<file path="src/inc/can_status_pkg.sv">
// Shared constants and carriers for the CAN status and bit-timing block
package can_status_pkg;
  // Register byte offsets
  localparam logic [7:0] OFS_FLAGS    = 8'h00;
  localparam logic [7:0] OFS_ENABLES  = 8'h04;
  localparam logic [7:0] OFS_ERR_CNT  = 8'h08;
  localparam logic [7:0] OFS_TIMING_A = 8'h0C;
  localparam logic [7:0] OFS_TIMING_B = 8'h10;
  localparam logic [7:0] OFS_CLK_CTRL = 8'h14;
  // Flag register field positions
  localparam int BIT_TX_BUS_OFF   = 13;
  localparam int BIT_TX_ERR_PASS  = 12;
  localparam int BIT_RX_ERR_PASS  = 11;
  localparam int BIT_TX_WARNING   = 10;
  localparam int BIT_RX_WARNING   = 9;
  localparam int BIT_ANY_WARNING  = 8;
  localparam int BIT_INVALID_MSG  = 7;
  localparam int BIT_WAKEUP       = 6;
  localparam int BIT_ERROR        = 5;
  localparam int BIT_FIFO_AFULL   = 3;
  localparam int BIT_RX_OVERFLOW  = 2;
  localparam int BIT_RX_BUFFER    = 1;
  localparam int BIT_TX_BUFFER    = 0;
  localparam logic [15:0] FLAG_CLEARABLE = 16'h00EF;
  // Timing register A fields
  localparam int SJW_LSB = 6;
  localparam int BRP_LSB = 0;
  // Timing register B fields, then the clock control bit
  localparam int WAKE_FILT_BIT = 14;
  localparam int PH2_LSB       = 8;
  localparam int PH2_SEL_BIT   = 7;
  localparam int TRIPLE_BIT    = 6;
  localparam int PH1_LSB       = 3;
  localparam int PROP_LSB      = 0;
  localparam int CLK_SEL_BIT   = 0;
  // Reset values and write masks
  localparam logic [15:0] RST_ENABLES  = 16'h0000;
  localparam logic [15:0] RST_TIMING_A = 16'h0000;
  localparam logic [15:0] RST_TIMING_B = 16'h0000;
  localparam logic [15:0] MASK_ENABLES = 16'h00EF;
  localparam logic [15:0] MASK_TIMING_A = 16'h00FF;
  localparam logic [15:0] MASK_TIMING_B = 16'h47FF;
  // Error state thresholds and transmit error step
  localparam logic [8:0] WARN_LEVEL    = 9'h060;
  localparam logic [8:0] PASSIVE_LEVEL = 9'h07F;
  localparam logic [8:0] BUS_OFF_LEVEL = 9'h0FF;
  localparam logic [8:0] TX_ERR_STEP   = 9'h008;
  // Information processing time in quanta
  localparam logic [3:0] IPT_QUANTA = 4'h2;
  // AXI responses
  localparam logic [1:0] RESP_OKAY   = 2'b00;
  localparam logic [1:0] RESP_SLVERR = 2'b10;

  typedef struct packed {
    logic invalid_msg;
    logic fifo_almost_full;
    logic rx_overflow;
    logic rx_buffer;
    logic tx_buffer;
  } can_events_s;

  typedef struct packed {
    logic tx_err;
    logic tx_ok;
    logic rx_err;
    logic rx_ok;
  } err_update_s;

  typedef struct packed {
    logic tq_tick;
    logic sample_point;
    logic sampled_bit;
    logic bit_end;
  } bit_timing_s;
endpackage : can_status_pkg

</file>
<file path="src/design/can_status_timing.sv">
// CAN flags, enables, error counters and bit-timing engine behind AXI4-Lite
`timescale 1ns/1ps
module can_status_timing
  import can_status_pkg::*;
#(
  parameter int WAKE_FILT_CYCLES = 4
) (
  input  wire logic        aclk,
  input  wire logic        aresetn,
  input  wire logic [7:0]  s_axi_awaddr,
  input  wire logic        s_axi_awvalid,
  output logic             s_axi_awready,
  input  wire logic [31:0] s_axi_wdata,
  input  wire logic [3:0]  s_axi_wstrb,
  input  wire logic        s_axi_wvalid,
  output logic             s_axi_wready,
  output logic [1:0]       s_axi_bresp,
  output logic             s_axi_bvalid,
  input  wire logic        s_axi_bready,
  input  wire logic [7:0]  s_axi_araddr,
  input  wire logic        s_axi_arvalid,
  output logic             s_axi_arready,
  output logic [31:0]      s_axi_rdata,
  output logic [1:0]       s_axi_rresp,
  output logic             s_axi_rvalid,
  input  wire logic        s_axi_rready,
  input  wire can_events_s events,
  input  wire err_update_s err_update,
  input  wire logic        can_rx,
  output bit_timing_s      timing,
  output logic             flag_request
);

  // Filter length must fit the 8-bit wake counter
  if (WAKE_FILT_CYCLES < 1 || WAKE_FILT_CYCLES > 255) begin : g_bad_filt
    $error("WAKE_FILT_CYCLES out of range");
  end

  // ----------------------------------------------------------------
  // Register bus slave
  // ----------------------------------------------------------------
  logic        aw_held_r;
  logic [7:0]  aw_addr_r;
  logic        w_held_r;
  logic [31:0] w_data_r;
  logic [3:0]  w_strb_r;
  logic        wr_fire;
  logic [7:0]  rd_addr_r;
  logic        rd_pend_r;

  logic [15:0] enables_r;
  logic [15:0] timing_a_r;
  logic [15:0] timing_b_r;
  logic        clk_sel_r;
  logic [7:0]  flags_low_r;
  logic [15:0] flag_word;
  logic [15:0] err_word;

  function automatic logic mapped(input logic [7:0] a);
    mapped = (a == OFS_FLAGS) || (a == OFS_ENABLES) || (a == OFS_ERR_CNT) ||
             (a == OFS_TIMING_A) || (a == OFS_TIMING_B) || (a == OFS_CLK_CTRL);
  endfunction : mapped

  function automatic logic [15:0] merge(input logic [15:0] old, input logic [31:0] d,
                                        input logic [3:0] s, input logic [15:0] m);
    logic [15:0] v;
    v = old;
    if (s[0]) begin
      v[7:0] = d[7:0];
    end
    if (s[1]) begin
      v[15:8] = d[15:8];
    end
    merge = v & m;
  endfunction : merge

  assign s_axi_awready = !aw_held_r;
  assign s_axi_wready  = !w_held_r;
  assign s_axi_arready = !rd_pend_r && !s_axi_rvalid;
  assign wr_fire       = aw_held_r && w_held_r && !s_axi_bvalid;

  always_ff @(posedge aclk) begin
    if (!aresetn) begin
      aw_held_r <= 1'b0;
      aw_addr_r <= 8'h00;
    end else if (s_axi_awvalid && s_axi_awready) begin
      aw_held_r <= 1'b1;
      aw_addr_r <= s_axi_awaddr;
    end else if (wr_fire) begin
      aw_held_r <= 1'b0;
    end
  end

  always_ff @(posedge aclk) begin
    if (!aresetn) begin
      w_held_r <= 1'b0;
      w_data_r <= 32'h0000_0000;
      w_strb_r <= 4'h0;
    end else if (s_axi_wvalid && s_axi_wready) begin
      w_held_r <= 1'b1;
      w_data_r <= s_axi_wdata;
      w_strb_r <= s_axi_wstrb;
    end else if (wr_fire) begin
      w_held_r <= 1'b0;
    end
  end

  always_ff @(posedge aclk) begin
    if (!aresetn) begin
      s_axi_bvalid <= 1'b0;
      s_axi_bresp  <= RESP_OKAY;
    end else if (wr_fire) begin
      s_axi_bvalid <= 1'b1;
      s_axi_bresp  <= mapped(aw_addr_r) ? RESP_OKAY : RESP_SLVERR;
    end else if (s_axi_bready) begin
      s_axi_bvalid <= 1'b0;
    end
  end

  always_ff @(posedge aclk) begin
    if (!aresetn) begin
      rd_pend_r <= 1'b0;
      rd_addr_r <= 8'h00;
    end else if (s_axi_arvalid && s_axi_arready) begin
      rd_pend_r <= 1'b1;
      rd_addr_r <= s_axi_araddr;
    end else begin
      rd_pend_r <= 1'b0;
    end
  end

  always_ff @(posedge aclk) begin
    if (!aresetn) begin
      s_axi_rvalid <= 1'b0;
      s_axi_rdata  <= 32'h0000_0000;
      s_axi_rresp  <= RESP_OKAY;
    end else if (rd_pend_r) begin
      s_axi_rvalid <= 1'b1;
      s_axi_rresp  <= mapped(rd_addr_r) ? RESP_OKAY : RESP_SLVERR;
      case (rd_addr_r)
        OFS_FLAGS:    s_axi_rdata <= {16'h0000, flag_word};
        OFS_ENABLES:  s_axi_rdata <= {16'h0000, enables_r};
        OFS_ERR_CNT:  s_axi_rdata <= {16'h0000, err_word};
        OFS_TIMING_A: s_axi_rdata <= {16'h0000, timing_a_r};
        OFS_TIMING_B: s_axi_rdata <= {16'h0000, timing_b_r};
        OFS_CLK_CTRL: s_axi_rdata <= {31'h0000_0000, clk_sel_r};
        default:      s_axi_rdata <= 32'h0000_0000;
      endcase
    end else if (s_axi_rready) begin
      s_axi_rvalid <= 1'b0;
    end
  end

  // ----------------------------------------------------------------
  // Configuration registers
  // ----------------------------------------------------------------
  always_ff @(posedge aclk) begin
    if (!aresetn) begin
      enables_r  <= RST_ENABLES;
      timing_a_r <= RST_TIMING_A;
      timing_b_r <= RST_TIMING_B;
      clk_sel_r  <= 1'b0;
    end else if (wr_fire) begin
      // enable bits stored, unused bits forced low
      if (aw_addr_r == OFS_ENABLES) begin
        enables_r <= merge(enables_r, w_data_r, w_strb_r, MASK_ENABLES);
      end
      if (aw_addr_r == OFS_TIMING_A) begin
        timing_a_r <= merge(timing_a_r, w_data_r, w_strb_r, MASK_TIMING_A);
      end
      if (aw_addr_r == OFS_TIMING_B) begin
        timing_b_r <= merge(timing_b_r, w_data_r, w_strb_r, MASK_TIMING_B);
      end
      if (aw_addr_r == OFS_CLK_CTRL && w_strb_r[0]) begin
        clk_sel_r <= w_data_r[CLK_SEL_BIT];
      end
    end
  end

  // ----------------------------------------------------------------
  // Error counters and error states
  // ----------------------------------------------------------------
  logic [8:0] tx_cnt_r;
  logic [7:0] rx_cnt_r;
  logic [5:0] state_bits;
  logic [5:0] state_prev_r;

  always_ff @(posedge aclk) begin
    if (!aresetn) begin
      tx_cnt_r <= 9'h000;
    end else if (err_update.tx_err && tx_cnt_r <= BUS_OFF_LEVEL) begin
      tx_cnt_r <= tx_cnt_r + TX_ERR_STEP;
    end else if (err_update.tx_ok && tx_cnt_r != 9'h000 && tx_cnt_r <= BUS_OFF_LEVEL) begin
      tx_cnt_r <= tx_cnt_r - 9'h001;
    end
  end

  always_ff @(posedge aclk) begin
    if (!aresetn) begin
      rx_cnt_r <= 8'h00;
    end else if (err_update.rx_err && rx_cnt_r != 8'hFF) begin
      rx_cnt_r <= rx_cnt_r + 8'h01;
    end else if (err_update.rx_ok && rx_cnt_r != 8'h00) begin
      rx_cnt_r <= rx_cnt_r - 8'h01;
    end
  end

  // counters side by side, tx saturates in view once bus-off
  assign err_word = {(tx_cnt_r[8] ? 8'hFF : tx_cnt_r[7:0]), rx_cnt_r};

  always_comb begin
    state_bits[5] = tx_cnt_r > BUS_OFF_LEVEL;
    state_bits[4] = tx_cnt_r > PASSIVE_LEVEL;
    state_bits[3] = {1'b0, rx_cnt_r} > PASSIVE_LEVEL;
    state_bits[2] = tx_cnt_r >= WARN_LEVEL;
    state_bits[1] = {1'b0, rx_cnt_r} >= WARN_LEVEL;
    state_bits[0] = state_bits[2] || state_bits[1];
  end

  always_ff @(posedge aclk) begin
    if (!aresetn) begin
      state_prev_r <= 6'h00;
    end else begin
      state_prev_r <= state_bits;
    end
  end

  // ----------------------------------------------------------------
  // Bus line sampling and wake-up detection
  // ----------------------------------------------------------------
  logic [2:0] rx_sync_r;
  logic       rx_line_r;
  logic       rx_prev_r;
  logic [7:0] wake_cnt_r;
  logic       wake_hit;
  logic       rx_fall;

  always_ff @(posedge aclk) begin
    if (!aresetn) begin
      rx_sync_r <= 3'b111;
      rx_line_r <= 1'b1;
      rx_prev_r <= 1'b1;
    end else begin
      rx_sync_r <= {rx_sync_r[1:0], can_rx};
      if (rx_sync_r[1] == rx_sync_r[2]) begin
        rx_line_r <= rx_sync_r[2];
      end
      rx_prev_r <= rx_line_r;
    end
  end

  assign rx_fall = rx_prev_r && !rx_line_r;

  // filtered path needs a held dominant level
  always_ff @(posedge aclk) begin
    if (!aresetn) begin
      wake_cnt_r <= 8'h00;
    end else if (rx_line_r) begin
      wake_cnt_r <= 8'h00;
    end else if (wake_cnt_r != 8'hFF) begin
      wake_cnt_r <= wake_cnt_r + 8'h01;
    end
  end

  assign wake_hit = timing_b_r[WAKE_FILT_BIT] ?
                    (wake_cnt_r == 8'(WAKE_FILT_CYCLES - 1)) && !rx_line_r : rx_fall;

  // ----------------------------------------------------------------
  // Interrupt flags
  // ----------------------------------------------------------------
  logic [7:0] flag_set;
  logic [7:0] flag_clr;

  always_comb begin
    flag_set = 8'h00;
    flag_set[BIT_INVALID_MSG] = events.invalid_msg;
    flag_set[BIT_WAKEUP]      = wake_hit;
    flag_set[BIT_ERROR]       = |(state_bits & ~state_prev_r);
    flag_set[BIT_FIFO_AFULL]  = events.fifo_almost_full;
    flag_set[BIT_RX_OVERFLOW] = events.rx_overflow;
    flag_set[BIT_RX_BUFFER]   = events.rx_buffer;
    flag_set[BIT_TX_BUFFER]   = events.tx_buffer;
    flag_clr = 8'h00;
    if (wr_fire && aw_addr_r == OFS_FLAGS && w_strb_r[0]) begin
      flag_clr = ~w_data_r[7:0] & FLAG_CLEARABLE[7:0];
    end
  end

  always_ff @(posedge aclk) begin
    if (!aresetn) begin
      flags_low_r <= 8'h00;
    end else begin
      flags_low_r <= ((flags_low_r & ~flag_clr) | flag_set) & FLAG_CLEARABLE[7:0];
    end
  end

  assign flag_word = {2'b00, state_bits, flags_low_r};
  assign flag_request = |(flags_low_r & enables_r[7:0]);

  // ----------------------------------------------------------------
  // Time quantum generator
  // ----------------------------------------------------------------
  logic       fcy_div_r;
  logic       mod_tick;
  logic [6:0] pre_cnt_r;
  logic [6:0] pre_top;
  logic       tq_tick;

  always_ff @(posedge aclk) begin
    if (!aresetn) begin
      fcy_div_r <= 1'b0;
    end else begin
      fcy_div_r <= !fcy_div_r;
    end
  end

  // instruction clock runs at half the oscillator rate
  assign mod_tick = clk_sel_r ? fcy_div_r : 1'b1;
  // quantum lasts two times code plus two module clocks
  assign pre_top  = {timing_a_r[BRP_LSB +: 6], 1'b1};
  assign tq_tick  = mod_tick && (pre_cnt_r == pre_top);

  always_ff @(posedge aclk) begin
    if (!aresetn) begin
      pre_cnt_r <= 7'h00;
    end else if (tq_tick) begin
      pre_cnt_r <= 7'h00;
    end else if (mod_tick) begin
      pre_cnt_r <= pre_cnt_r + 7'h01;
    end
  end

  // ----------------------------------------------------------------
  // Bit segment sequencer
  // ----------------------------------------------------------------
  typedef enum logic [1:0] {SEG_SYNC, SEG_PROP, SEG_PH1, SEG_PH2} seg_e;
  seg_e       seg_r;
  logic [3:0] seg_cnt_r;
  logic [3:0] prop_len;
  logic [3:0] ph1_len;
  logic [3:0] ph2_len;
  logic [3:0] sjw_len;
  logic [3:0] ph1_ext_r;
  logic [2:0] samp_r;
  logic       edge_seen_r;
  logic       bit_val_r;
  logic       at_sample;
  logic       ph2_done;

  assign prop_len = {1'b0, timing_b_r[PROP_LSB +: 3]} + 4'h1;
  assign ph1_len  = {1'b0, timing_b_r[PH1_LSB +: 3]} + 4'h1;
  assign sjw_len  = {2'b00, timing_a_r[SJW_LSB +: 2]} + 4'h1;

  always_comb begin
    if (timing_b_r[PH2_SEL_BIT]) begin
      ph2_len = {1'b0, timing_b_r[PH2_LSB +: 3]} + 4'h1;
    end else begin
      ph2_len = (ph1_len > IPT_QUANTA) ? ph1_len : IPT_QUANTA;
    end
  end

  assign at_sample = tq_tick && seg_r == SEG_PH1 && seg_cnt_r + 4'h1 >= ph1_len + ph1_ext_r;
  // shortening relies on jump width below phase 2 length
  assign ph2_done  = tq_tick && seg_r == SEG_PH2 &&
                     (seg_cnt_r + 4'h1 >= ph2_len ||
                      (edge_seen_r && seg_cnt_r + 4'h1 + sjw_len >= ph2_len));

  always_ff @(posedge aclk) begin
    if (!aresetn) begin
      edge_seen_r <= 1'b0;
    end else if (tq_tick) begin
      edge_seen_r <= rx_fall;
    end else if (rx_fall) begin
      edge_seen_r <= 1'b1;
    end
  end

  always_ff @(posedge aclk) begin
    if (!aresetn) begin
      seg_r     <= SEG_SYNC;
      seg_cnt_r <= 4'h0;
      ph1_ext_r <= 4'h0;
    end else if (tq_tick) begin
      case (seg_r)
        SEG_SYNC: begin
          seg_r     <= SEG_PROP;
          seg_cnt_r <= 4'h0;
          ph1_ext_r <= 4'h0;
        end
        SEG_PROP: begin
          // Late edge lengthens phase 1
          if (edge_seen_r) begin
            ph1_ext_r <= sjw_len;
          end
          if (seg_cnt_r + 4'h1 >= prop_len) begin
            seg_r     <= SEG_PH1;
            seg_cnt_r <= 4'h0;
          end else begin
            seg_cnt_r <= seg_cnt_r + 4'h1;
          end
        end
        SEG_PH1: begin
          if (edge_seen_r && ph1_ext_r == 4'h0) begin
            ph1_ext_r <= sjw_len;
          end
          if (at_sample) begin
            seg_r     <= SEG_PH2;
            seg_cnt_r <= 4'h0;
          end else begin
            seg_cnt_r <= seg_cnt_r + 4'h1;
          end
        end
        SEG_PH2: begin
          // Early edge shortens phase 2
          if (ph2_done) begin
            seg_r     <= SEG_SYNC;
            seg_cnt_r <= 4'h0;
          end else begin
            seg_cnt_r <= seg_cnt_r + 4'h1;
          end
        end
        default: begin
          seg_r     <= SEG_SYNC;
          seg_cnt_r <= 4'h0;
        end
      endcase
    end
  end

  // last three quanta up to the sample point, majority vote
  always_ff @(posedge aclk) begin
    if (!aresetn) begin
      samp_r    <= 3'b111;
      bit_val_r <= 1'b1;
    end else begin
      if (tq_tick) begin
        samp_r <= {samp_r[1:0], rx_line_r};
      end
      if (at_sample) begin
        if (timing_b_r[TRIPLE_BIT]) begin
          bit_val_r <= (samp_r[1] & samp_r[0]) | (samp_r[1] & rx_line_r) | (samp_r[0] & rx_line_r);
        end else begin
          bit_val_r <= rx_line_r;
        end
      end
    end
  end

  always_ff @(posedge aclk) begin
    if (!aresetn) begin
      timing <= '0;
    end else begin
      timing.tq_tick      <= tq_tick;
      timing.sample_point <= at_sample;
      timing.bit_end      <= ph2_done;
      timing.sampled_bit  <= bit_val_r;
    end
  end

endmodule : can_status_timing

</file>
<file path="config.mk">
export PLATFORM = sky130hd
export DESIGN_NAME = can_status_timing
export DESIGN_NICKNAME = d
export VERILOG_FILES = /design/src/inc/can_status_pkg.sv /design/src/design/can_status_timing.sv
export SDC_FILE = /design/constraint.sdc
export NUM_CORES = 1
export LEC_CHECK = 0
export BUFFER_PORTS_ARGS = -buffer_cell sky130_fd_sc_hd__buf_4
export CAP_MARGIN = 20
export CORE_UTILIZATION = 55
export CTS_CLUSTER_SIZE = 12
export DETAILED_ROUTE_END_ITERATION = 8
export HOLD_SLACK_MARGIN = 0.05
export PLACE_DENSITY = 0.82
export REMOVE_ABC_BUFFERS = 1
export SLEW_MARGIN = 20
export SYNTH_ARGS = -nofsm -noshare
export SYNTH_HDL_FRONTEND = slang
export SYNTH_SLANG_ARGS = --single-unit
</file>
<file path="constraint.sdc">
create_clock -name aclk -period 3.75 [get_ports aclk]
set_input_delay 0.1875 -clock aclk [delete_from_list [all_inputs] [get_ports aclk]]
set_output_delay 0.1875 -clock aclk [all_outputs]
set_load 0.005 [all_outputs]
</file>
==> flow_metrics.env, run 1 <==
export IMPL_status="complete, no violations"
export IMPL_end_kind="flop"
export IMPL_ant_nets=0
export IMPL_cts_sinks=149
export IMPL_yosysUniqueCellTypes=66
export IMPL_finalInstanceArea_sq_um=9000
export IMPL_min_period_over_period_pct=83.2
export IMPL_clkTransAtPathRegs_ns=0.07
export IMPL_cp_arrival_ns=3.47
export IMPL_ctsHtreeMaxLevel=4
export IMPL_fillers=984
export IMPL_ir_worst_vdd_mv=0.363
export IMPL_cts_hold_buf=37
export IMPL_area_growth_pct=21.8
export IMPL_synth_edf_count=0
export IMPL_place_gp_congestion=0.876
export IMPL_fin_setup_tns_ns=0
export IMPL_clock_skew_ns=0.0115
export IMPL_rsz0062_at_grt="false"
export IMPL_overflow=0
export IMPL_start_util_pct=57.4
export IMPL_root_buffer="clkbuf_16"
export IMPL_vias=6600
export IMPL_syn_instance_count=867
export IMPL_p_leak_nw=3.80
export IMPL_port_buffers=74
export IMPL_finalWirelength_um=18600
export IMPL_critPathMaxStageDelay_ns=0.41
export IMPL_clock_latency_ns=0.43
export IMPL_finalWorstSetupSlack_ns=0.631
export IMPL_io_pins=115
export IMPL_ys_warn_count=0
export IMPL_dieHeight_um=118
export IMPL_fin_nets=1082
export IMPL_grt_max_degree=76
export IMPL_drt_iter0_markers=500
export IMPL_worst_pin_slew_ns=0.873
export IMPL_core_area_sq_um=12900
export IMPL_place_area_sq_um=7980
export IMPL_wire_per_inst_um=16.2
export IMPL_netlist_top_cell_by_area="dfxtp_1"
export IMPL_postCtsResizedCells=0
export IMPL_cp_data_required_time_ns=4.10
export IMPL_vias_per_cell=5.73
export IMPL_drtPass1Iterations=8
export IMPL_maxCapViolCount=0
export IMPL_ctsLongestPathBuffers=2
export IMPL_cts_tree="built"
export IMPL_path_cells="ha_1 -> xor2_1 -> ha_1 -> xnor2_1 -> ha_1 -> o21ai_0 -> o21a_1 -> o221ai_1 -> o221ai_1 -> nor2_1 -> mux2i_1"
export IMPL_syn_area_sq_um=7390
export IMPL_maxSlewHeadroom_pct=41.7
export IMPL_cts_setup_buffers=0
export IMPL_grtUsageTotal_pct=27.3
export IMPL_ys_seq_area_share_pct=40.4
export IMPL_setup_viol=0
export IMPL_yosysTopAreaCellShare_pct=40.4
export IMPL_start_kind="flop"
export IMPL_grt_pass1_wl_um=30200
export IMPL_cts_buffers=17
export IMPL_dp_final_hpwl_um=12300
export IMPL_num_rows=41
export IMPL_cp_max_fo=5
export IMPL_drive_gt1_share_pct=12.9
export IMPL_fin_crit_ns=3.12
export IMPL_die_area_sq_um=13900
export IMPL_ys_ff_latch=149
export IMPL_crit_type="flop to flop"
export IMPL_drc_errors=0
export IMPL_grt_pass1_vias=6329
export IMPL_cpMostUsedCell="ha_1"
export IMPL_dp_slack_ns=0.622
export IMPL_ys_top_cells_by_area="dfxtp_1, ha_1, mux2i_1"
export IMPL_async_flop_share_pct=0
export IMPL_fmax_ghz=0.321
export IMPL_power_density_nw_per_um2=491
export IMPL_report_final_slew_viol_count=0
export IMPL_slowest_stage="xor2_1"
export IMPL_hold_viol=0
export IMPL_antenna_found_initial=1
export IMPL_hp_class="input port to flop"
export IMPL_synthFlopType="dfxtp_1"
export IMPL_die_w_um=118
export IMPL_postLayoutCoreUtil_pct=69.9
export IMPL_avgSynthCellArea_sq_um=8.52
-- worst paths after layout --
check,to,cells past startpoint,from,slack (ns)
max,seg_r[0],11,seg_cnt_r[1],0.63
min,flags_low_r[0],3,events[0],0.08
max reg2reg,seg_r[0],11,seg_cnt_r[1],0.63
min reg2reg,fcy_div_r,1,fcy_div_r,0.40
-- cells in the final DEF, fill, tap and decap left out, drive strengths merged, types with 9 or more instances in the layout --
cell	synthesis	final
dfxtp	149	149
nor2	112	112
nand2	112	112
buf	30	78
a21oi	71	71
mux2i	44	44
ha	44	44
inv	35	40
o21ai	39	39
dlygate4sd3	0	38
xnor2	21	21
clkbuf	23	21
nand3	20	20
conb	1	18
nand2b	16	16
nor3	16	16
xor2	14	14
and3	10	10
a211oi	9	9
a221oi	9	9
nand4	9	9
-- per-layer routing --
metal / GRT usage [%] / wire length [um] / part of all wire (%)
met1: 31.9 / 7700 / 41
met2: 46.7 / 9210 / 49
met3: 5.86 / 1080 / 5.8
met4: 14.1 / 642 / 3.4
met5: 0 / 0 / 0
-- where the power goes --
part | switching [mW] | internal [mW]
Combinational | 0.373 | 0.353
Clock | 0.703 | 1.13
Sequential | 0.162 | 1.70
-- registers in the layout, indices dropped and copies added (netlist names), 8 cells and up --
signal       flops
timing_a_r       8
aw_addr_r        8
timing_b_r      12
w_data_r        12
rd_addr_r        8
wake_cnt_r       8
tx_cnt_r         9
rx_cnt_r         8
s_axi_rdata     16
-- per-stage QoR --
stage	power [mW]	hold slack, ns	instances
after floorplan	2.34	0.249	831
after global placement	2.54	0.375	1081
after detailed placement	2.56	0.379	1081
after CTS	4.42	0.0527	1150
after global routing	4.60	0.0718	1152
final	4.42	0.0756	1152
-- area by class of cell --
type / instances / area (sq um) / share of cell area, %
diodes: 1 / 2.50 / 0.0278
well taps: 172 / 215 / 2.39
multi-input cells: 647 / 4060 / 45.1
clock inverters: 11 / 163 / 1.81
clock buffers: 21 / 480 / 5.34
inverters: 35 / 131 / 1.46
repair buffers: 116 / 966 / 10.7
flip-flops and latches: 149 / 2980 / 33.1
-- kinds of logic (layout without fill, tap and decap cells) --
group / count (synthesis) / after routing / share of synthesized area, %
DFF: 149 / 149 / 40.4
adders and majority gates: 47 / 47 / 8.26
xor gates and xnor gates: 35 / 35 / 4.15
and+or+nand+nor: 330 / 330 / 20.9
muxes: 45 / 45 / 6.26
buffers and inverters: 88 / 183 / 5.55
other: 1 / 19 / 0.0507
AOI/OAI and AO/OA: 172 / 172 / 14.5
-- synthesized netlist by cell type (4+ instances only) --
| master | instances |
|---|---|
| buf_4 | 19 |
| inv_1 | 34 |
| nor2b_1 | 6 |
| xor2_1 | 14 |
| a211oi_1 | 9 |
| xnor2_1 | 21 |
| dfxtp_1 | 149 |
| and3_1 | 10 |
| nand3_1 | 20 |
| nor2_1 | 112 |
| mux2i_1 | 44 |
| and2_1 | 4 |
| nand4_1 | 8 |
| o2bb2ai_1 | 6 |
| a221oi_1 | 9 |
| nand2_1 | 112 |
| buf_2 | 6 |
| ha_1 | 44 |
| buf_1 | 5 |
| o22ai_1 | 4 |
| o21ai_0 | 37 |
| clkbuf_1 | 22 |
| nand2b_1 | 16 |
| a21oi_1 | 71 |
| or3_1 | 4 |
| nor3_1 | 13 |
| a22oi_1 | 5 |
-- worst max-delay path: cells and delay by family (launching register included) --
kind,cells,cell delay (ns)
compound gates,4,0.83
xor+xnor,2,0.55
fa+ha+maj,3,0.82
flops,1,0.36
mux,1,0.22
simple gates,1,0.26
Note: power is estimated with default switching activity, not from simulation.
==> inputs of run 2 (changes only) <==
--- a/config.mk
+++ b/config.mk
@@ -5,13 +5,14 @@
 export SDC_FILE = /design/constraint.sdc
 export NUM_CORES = 1
 export LEC_CHECK = 0
+export ABC_AREA = 1
 export BUFFER_PORTS_ARGS = -buffer_cell sky130_fd_sc_hd__buf_4
 export CAP_MARGIN = 20
-export CORE_UTILIZATION = 55
+export CORE_UTILIZATION = 52
 export CTS_CLUSTER_SIZE = 12
 export DETAILED_ROUTE_END_ITERATION = 8
 export HOLD_SLACK_MARGIN = 0.05
-export PLACE_DENSITY = 0.82
+export PLACE_DENSITY = 0.81
 export REMOVE_ABC_BUFFERS = 1
 export SLEW_MARGIN = 20
 export SYNTH_ARGS = -nofsm -noshare
==> constraint.sdc (replaced) <==
create_clock -name aclk -period 2.7 [get_ports aclk]
set_input_delay 0.135 -clock aclk [delete_from_list [all_inputs] [get_ports aclk]]
set_output_delay 0.135 -clock aclk [all_outputs]
set_load 0.005 [all_outputs]
==> run 2 against run 1 <==
Utilization fell by 2.1 points; critical path depth rose by 5; first-iteration DRC count rose by 20%; hold slack improved by 0.041 ns; via count rose by 11%; die area rose by 9.5%; synthesized cell count rose by 21%; maximum frequency rose by 18%; non-clock buffer count rose by 16; setup slack got worse by 0.57 ns; combinational power rose by 72%; largest power group unchanged.
==> flow_metrics.env, run 2 <==
export IMPL_worst_pin_slew_ns=0.707
export IMPL_clock_skew_ns=0.0128
export IMPL_root_buffer="clkbuf_16"
export IMPL_cts_sinks=149
export IMPL_switching_share_pct=29.7
export IMPL_use_met1_pct=33.4
export IMPL_end_kind="flop"
export IMPL_fillers=1126
export IMPL_yosys_top_cells_count="nand2_1, dfxtp_1, nor2_1, inv_1, o21ai_0"
export IMPL_syn_area_sq_um=7660
export IMPL_ys_top_cells_by_area="dfxtp_1, nand2_1, ha_1"
export IMPL_drc_errors=0
export IMPL_setup_viol=0
export IMPL_io_pins=115
export IMPL_grt_max_degree=79
export IMPL_ys_seq_area_share_pct=38.9
export IMPL_cp_max_fo=4
export IMPL_largest_reg_flops=16
export IMPL_cts_tree="built"
export IMPL_drt_iter0_markers=601
export IMPL_die_area_sq_um=15200
export IMPL_synth_simple_gate_area_share_pct=23.8
export IMPL_finalWirelength_um=20000
export IMPL_crit_type="flop to flop"
export IMPL_cp_data_required_time_ns=3.02
export IMPL_layout_cells_most_common="nand2_1"
export IMPL_ctsLongestPathBuffers=2
export IMPL_min_period_over_period_pct=97.8
export IMPL_status="complete, no violations"
export IMPL_multiInputGateArea_sq_um=4180
export IMPL_overflow=0
export IMPL_port_buffers=74
export IMPL_ys_ff_latch=149
export IMPL_wire_per_inst_um=14.7
export IMPL_maxCapViolCount=0
export IMPL_report_final_slew_viol_count=0
export IMPL_layout_common_cells="nand2_1, dfxtp_1, nor2_1"
export IMPL_fmax_ghz=0.379
export IMPL_hold_viol=0
export IMPL_fin_total_pwr_mw=6.24
export IMPL_syn_instance_count=1045
export IMPL_ant_nets=0
export IMPL_power_switching_mw=1.85
export IMPL_yosysUniqueCellTypes=45
export IMPL_synth_xor_area_share_pct=2.97
export IMPL_dieHeight_um=123
export IMPL_antenna_found_initial=0
export IMPL_ys_warn_count=0
export IMPL_netlist_top_cell_by_area="dfxtp_1"
export IMPL_postLayoutCoreUtil_pct=67.8
export IMPL_clock_latency_ns=0.43
export IMPL_rsz0062_at_grt="true"
export IMPL_async_flop_share_pct=0
export IMPL_pwr_share_seq_pct=40.4
export IMPL_hp_class="input port to flop"
export IMPL_drive_gt1_share_pct=16.0
export IMPL_use_met3_pct=6.69
export IMPL_synth_most_common_cell="nand2_1"
export IMPL_place_area_sq_um=8360
export IMPL_area_growth_pct=25.3
export IMPL_use_met2_pct=45.3
export IMPL_fin_crit_ns=2.64
export IMPL_cp_arrival_ns=2.96
export IMPL_core_area_sq_um=14100
export IMPL_synth_edf_count=0
export IMPL_synthFlopType="dfxtp_1"
export IMPL_vias_per_cell=5.35
export IMPL_synth_fa_ha_area_share_pct=7.97
export IMPL_synthMuxAreaShare_pct=0
export IMPL_grtUsageTotal_pct=27.3
export IMPL_grt_pass1_vias=6760
export IMPL_vias=7296
export IMPL_synth_top_family_by_area="simple AND/OR/NAND/NOR gates"
export IMPL_finalInstanceArea_sq_um=9600
export IMPL_busiest_layer="met2"
export IMPL_p_int_mw=4.39
export IMPL_start_kind="flop"
export IMPL_num_rows=43
export IMPL_antennaDiodeCount=0
export IMPL_place_gp_congestion=0.912
export IMPL_fin_nets=1287
export IMPL_regArea_sq_um=2990
export IMPL_cts_buffers=17
export IMPL_grt_pass1_wl_um=31800
export IMPL_largestRegisters="s_axi_rdata (16), timing_b_r (12), w_data_r (12)"
export IMPL_drtPass1Iterations=7
export IMPL_clkTransAtPathRegs_ns=0.06
export IMPL_ir_worst_vdd_mv=0.495
export IMPL_top_register="s_axi_rdata"
export IMPL_start_util_pct=54.1
export IMPL_maxSlewHeadroom_pct=52.9
export IMPL_power_density_nw_per_um2=650
export IMPL_power_share_combinational_pct=20.0
export IMPL_synth_compound_area_share_pct=16.5
export IMPL_dp_final_hpwl_um=13500
export IMPL_yosysTopAreaCellShare_pct=38.9
export IMPL_die_w_um=123
export IMPL_ctsHtreeMaxLevel=4
export IMPL_avgSynthCellArea_sq_um=7.33
export IMPL_power_frac_clock_pct=39.7
export IMPL_p_leak_nw=4.25
==> run 2: cell types whose count changed after synthesis, moves of 7 or more <==
cell      change
a21oi_1      +19
a221oi_1      -8
and3_1       -10
inv_1        +90
mux2i_1      -44
nand2_1      +57
nand2b_1     -16
nand3_1      +21
nand4_1       +7
nor2_1       +29
o21ai_0      +70
xnor2_1      -10
==> run 2: kinds of logic (layout without fill, tap and decap cells) <==
family,after synthesis,after routing
and+or+nand+nor,413,413
AOI/OAI and AO/OA,235,235
buffers and inverters,174,296
DFF,149,149
adders and majority gates,47,47
xor gates and xnor gates,26,26
other,1,18
==> run 2: worst max-delay path, cell delays in order, from the launching register on <==
cell and delay, ns:
dfxtp_2 0.34, ha_4 0.16, xnor2_2 0.18, inv_2 0.07
ha_4 0.25, a21oi_2 0.13, nand2_2 0.08, xnor2_2 0.13
ha_1 0.31, nand2_1 0.08, o21bai_4 0.17, nand2_2 0.08
nor2_4 0.06, o21ai_2 0.19, nand3_4 0.14, nand3_2 0.11
nand2_1 0.06
==> run 2: worst paths after layout <==
check | from | end | slack, ns | cells past startpoint
worst min-delay path | err_update[1] | rx_cnt_r[7] | 0.12 | 4
worst max-delay path | timing_b_r[3] | seg_cnt_r[0] | 0.06 | 16
worst min register to register | bit_val_r | timing[1] | 0.44 | 2
worst max register to register | timing_b_r[3] | seg_cnt_r[0] | 0.06 | 16
==> run 2: cell type report <==
| type | instances | area share [%] |
|---|---|---|
| Timing Repair Buffer | 132 | 11.4 |
| Inverter | 132 | 5.17 |
| Clock inverter | 11 | 1.55 |
| Multi-Input combinational cell | 739 | 43.5 |
| Clock buffer | 21 | 4.90 |
| Sequential cell | 149 | 31.1 |
| Tap cell | 180 | 2.35 |
==> run 2: what timing repair did <==
action / in CTS / in global routing
endpoints found under the hold margin: 40 / 0
endpoints found under the setup margin: 7 / 9
resized for setup: 5 / 37
hold buffers: 40 / 0
buffers inserted: 0 / 4
pin swaps: 0 / 21
==> run 2: power groups by stage <==
stage / clock network [mW] / logic, mW / registers [mW]
2_1_floorplan: 0 / 0.808 / 2.52
3_3_place_gp: 0 / 1.06 / 2.56
3_5_place_dp: 0 / 1.09 / 2.56
4_1_cts: 2.49 / 1.17 / 2.51
5_1_grt: 2.59 / 1.40 / 2.54
6_report: 2.47 / 1.25 / 2.52
==> run 2: metrics by stage <==
step / setup WS [ns] / hold WS (ns) / instances / TNS, ns
5_1_grt: -0.0858 / 0.130 / 1364 / -0.276
3_5_place_dp: -0.176 / 0.331 / 1288 / -0.861
3_3_place_gp: -0.0191 / 0.329 / 1288 / -0.0697
4_1_cts: -0.0358 / 0.0954 / 1360 / -0.158
6_report: 0.0601 / 0.117 / 1364 / 0
2_1_floorplan: -0.0222 / 0.218 / 1020 / -0.0890
==> run 2: per-layer routing <==
metal  vias up  part of all wire [%]
met5         -                     0
met3        48                   6.7
met1      3331                    43
met4         0                   2.5
met2       265                    48
li1       3652                     -
==> inputs of run 3 (changes only) <==
--- a/config.mk
+++ b/config.mk
@@ -8,7 +8,7 @@
 export ABC_AREA = 1
 export BUFFER_PORTS_ARGS = -buffer_cell sky130_fd_sc_hd__buf_4
 export CAP_MARGIN = 20
-export CORE_UTILIZATION = 52
+export CORE_UTILIZATION = 55
 export CTS_CLUSTER_SIZE = 12
 export DETAILED_ROUTE_END_ITERATION = 8
 export HOLD_SLACK_MARGIN = 0.05
==> constraint.sdc (replaced) <==
create_clock -name aclk -period 2.9 [get_ports aclk]
set_input_delay 0.145 -clock aclk [delete_from_list [all_inputs] [get_ports aclk]]
set_output_delay 0.145 -clock aclk [all_outputs]
set_load 0.005 [all_outputs]
==> run 3 against run 2 <==
Clock power is 13% lower; power shrank 9.9%; via count shrank 0.51%; sequential power is 6% lower; hold slack worse by 0.065 ns; setup slack improved by 0.035 ns; global-route usage rose by 0.98 points; first-iteration DRC count fell by 14%; final cell count down 1.1%; die area fell by 5.4%; flip-flop and latch count is the same; critical path type unchanged; critical endpoint is now seg_r[1]; largest power group unchanged.
==> flow_metrics.env, run 3 (synthesized netlist as in run 2, its figures left out) <==
export IMPL_cp_data_required_time_ns=3.26
export IMPL_drt_iter0_markers=517
export IMPL_core_area_sq_um=13400
export IMPL_num_rows=42
export IMPL_drtPass1Iterations=5
export IMPL_overflow=0
export IMPL_grtUsageTotal_pct=28.3
export IMPL_postLayoutCoreUtil_pct=69.8
export IMPL_cts_tree="built"
export IMPL_hold_path_depth=3
export IMPL_layout_cells_most_common="nand2_1"
export IMPL_cp_max_fo=4
export IMPL_drive_gt1_share_pct=13.6
export IMPL_ctsHtreeMaxLevel=4
export IMPL_die_w_um=120
export IMPL_root_buffer="clkbuf_16"
export IMPL_port_buffers=74
export IMPL_min_period_over_period_pct=96.7
export IMPL_power_density_nw_per_um2=601
export IMPL_top_register="s_axi_rdata"
export IMPL_clock_latency_ns=0.43
export IMPL_setup_viol=0
export IMPL_area_growth_pct=22.1
export IMPL_slowest_stage="dfxtp_1"
export IMPL_report_final_slew_viol_count=0
export IMPL_die_area_sq_um=14400
export IMPL_maxCapViolCount=0
export IMPL_start_util_pct=57.2
export IMPL_end_kind="flop"
export IMPL_start_kind="flop"
export IMPL_whs_ns=0.0517
export IMPL_layout_common_cells="nand2_1, dfxtp_1, nor2_1"
export IMPL_clkTransAtPathRegs_ns=0.07
export IMPL_drc_errors=0
export IMPL_ant_nets=0
export IMPL_worst_pin_slew_ns=0.693
export IMPL_wire_per_inst_um=14.5
export IMPL_critPathMaxStageDelay_ns=0.33
export IMPL_antennaDiodeCount=0
export IMPL_largestRegisters="s_axi_rdata (16), timing_b_r (12), w_data_r (12)"
export IMPL_status="complete, no violations"
export IMPL_grt_max_degree=79
export IMPL_clock_skew_ns=0.0153
export IMPL_fmax_ghz=0.357
export IMPL_reg2regPathDepth=20
export IMPL_largest_reg_flops=16
export IMPL_place_gp_congestion=0.942
export IMPL_grt_pass1_wl_um=32200
export IMPL_fin_nets=1276
export IMPL_antenna_found_initial=0
export IMPL_ctsLongestPathBuffers=2
export IMPL_cts_sinks=149
export IMPL_maxSlewHeadroom_pct=53.8
export IMPL_fin_crit_ns=2.81
export IMPL_dp_final_hpwl_um=13400
export IMPL_crit_type="flop to flop"
export IMPL_cts_buffers=17
export IMPL_ir_worst_vdd_mv=0.421
export IMPL_path_cells="ha_2 -> xnor2_2 -> inv_2 -> ha_4 -> a21oi_1 -> o21ai_1 -> xor2_1 -> ha_1 -> nand2_1 -> inv_1 -> nand3_1 -> nand3_1 -> nand2_1 -> nand2_1 -> nand2_1 -> nand2_2 -> nand3_2 -> nand2_1 -> inv_1 -> nor2_1"
export IMPL_cp_arrival_ns=3.16
export IMPL_cpMostUsedCell="nand2_1"
export IMPL_multiInputGateArea_sq_um=4080
export IMPL_finalWirelength_um=19600
export IMPL_hold_viol=0
export IMPL_vias=7259
export IMPL_io_pins=115
export IMPL_fillers=1070
export IMPL_hp_class="input port to flop"
export IMPL_p_leak_nw=4.17
export IMPL_regArea_sq_um=2980
export IMPL_dieHeight_um=120
export IMPL_vias_per_cell=5.38
export IMPL_grt_pass1_vias=6887
-- run 3: changes by cell type in the layout (fill, tap and decap cells not counted), moves of 4 or more --
cell | previous run | this run
inv_6 | 1 | 6
dfxtp_2 | 4 | 0
buf_4 | 92 | 82
nand3_1 | 35 | 39
dfxtp_1 | 145 | 149
nand3_2 | 6 | 2
-- run 3: layout make-up --
cell class / instances / share of cell area [%]
clock buffers: 17 / 4.55
clock inverters: 15 / 1.55
inverters: 132 / 5.31
multi-input cells: 739 / 43.6
flip-flops and latches: 149 / 31.9
well taps: 176 / 2.35
repair buffers: 121 / 10.8
-- run 3: metrics by stage --
stage	setup slack, ns	instance area (sq um)	power (mW)	std cells	setup TNS [ns]
after global placement	0.158	8300	3.36	1277	0
after global routing	-0.0221	9360	5.89	1349	-0.0318
final	0.0950	9360	5.62	1349	0
after CTS	0.0278	9280	5.58	1348	0
after floorplan	0.178	7470	3.10	1020	0
after detailed placement	-0.0288	8300	3.40	1277	-0.0917
-- run 3: final timing paths --
check	startpoint	to	slack (ns)
worst max-delay path	seg_cnt_r[1]	seg_r[1]	0.09
worst max register to register	seg_cnt_r[1]	seg_r[1]	0.09
worst min-delay path	s_axi_araddr[4]	rd_addr_r[4]	0.05
worst min register to register	bit_val_r	timing[1]	0.43
-- run 3: where the power goes --
part | internal, mW | leakage (nW) | switching, mW
Sequential | 2.19 | 1.22 | 0.160
Clock | 1.20 | 0.283 | 0.945
Combinational | 0.448 | 2.67 | 0.670
-- run 3: routing by layer --
layer | global-route usage [%] | wire [um] | vias up
met1 | 35.8 | 8580 | 3324
li1 | - | - | 3637
met5 | 0 | 0 | -
met2 | 47.2 | 9410 | 261
met3 | 5.66 | 1200 | 37
met4 | 10.6 | 425 | 0
-- run 3: critical path, delay by kind of cell, from the launching register on --
family | cells | cell delay [ns]
and+or+nand+nor | 10 | 0.87
adders and majority gates | 3 | 0.74
xor gates and xnor gates | 2 | 0.36
DFF | 1 | 0.33
AOI/OAI and AO/OA | 2 | 0.26
buffers and inverters | 3 | 0.18
-- run 3: repair_timing --
action | in CTS | in global routing
setup buffers | 0 | 1
hold buffers | 39 | 0
endpoints found under the setup margin | 6 | 8
pin swaps | 0 | 4
endpoints found under the hold margin | 39 | 0
resized for setup | 3 | 14
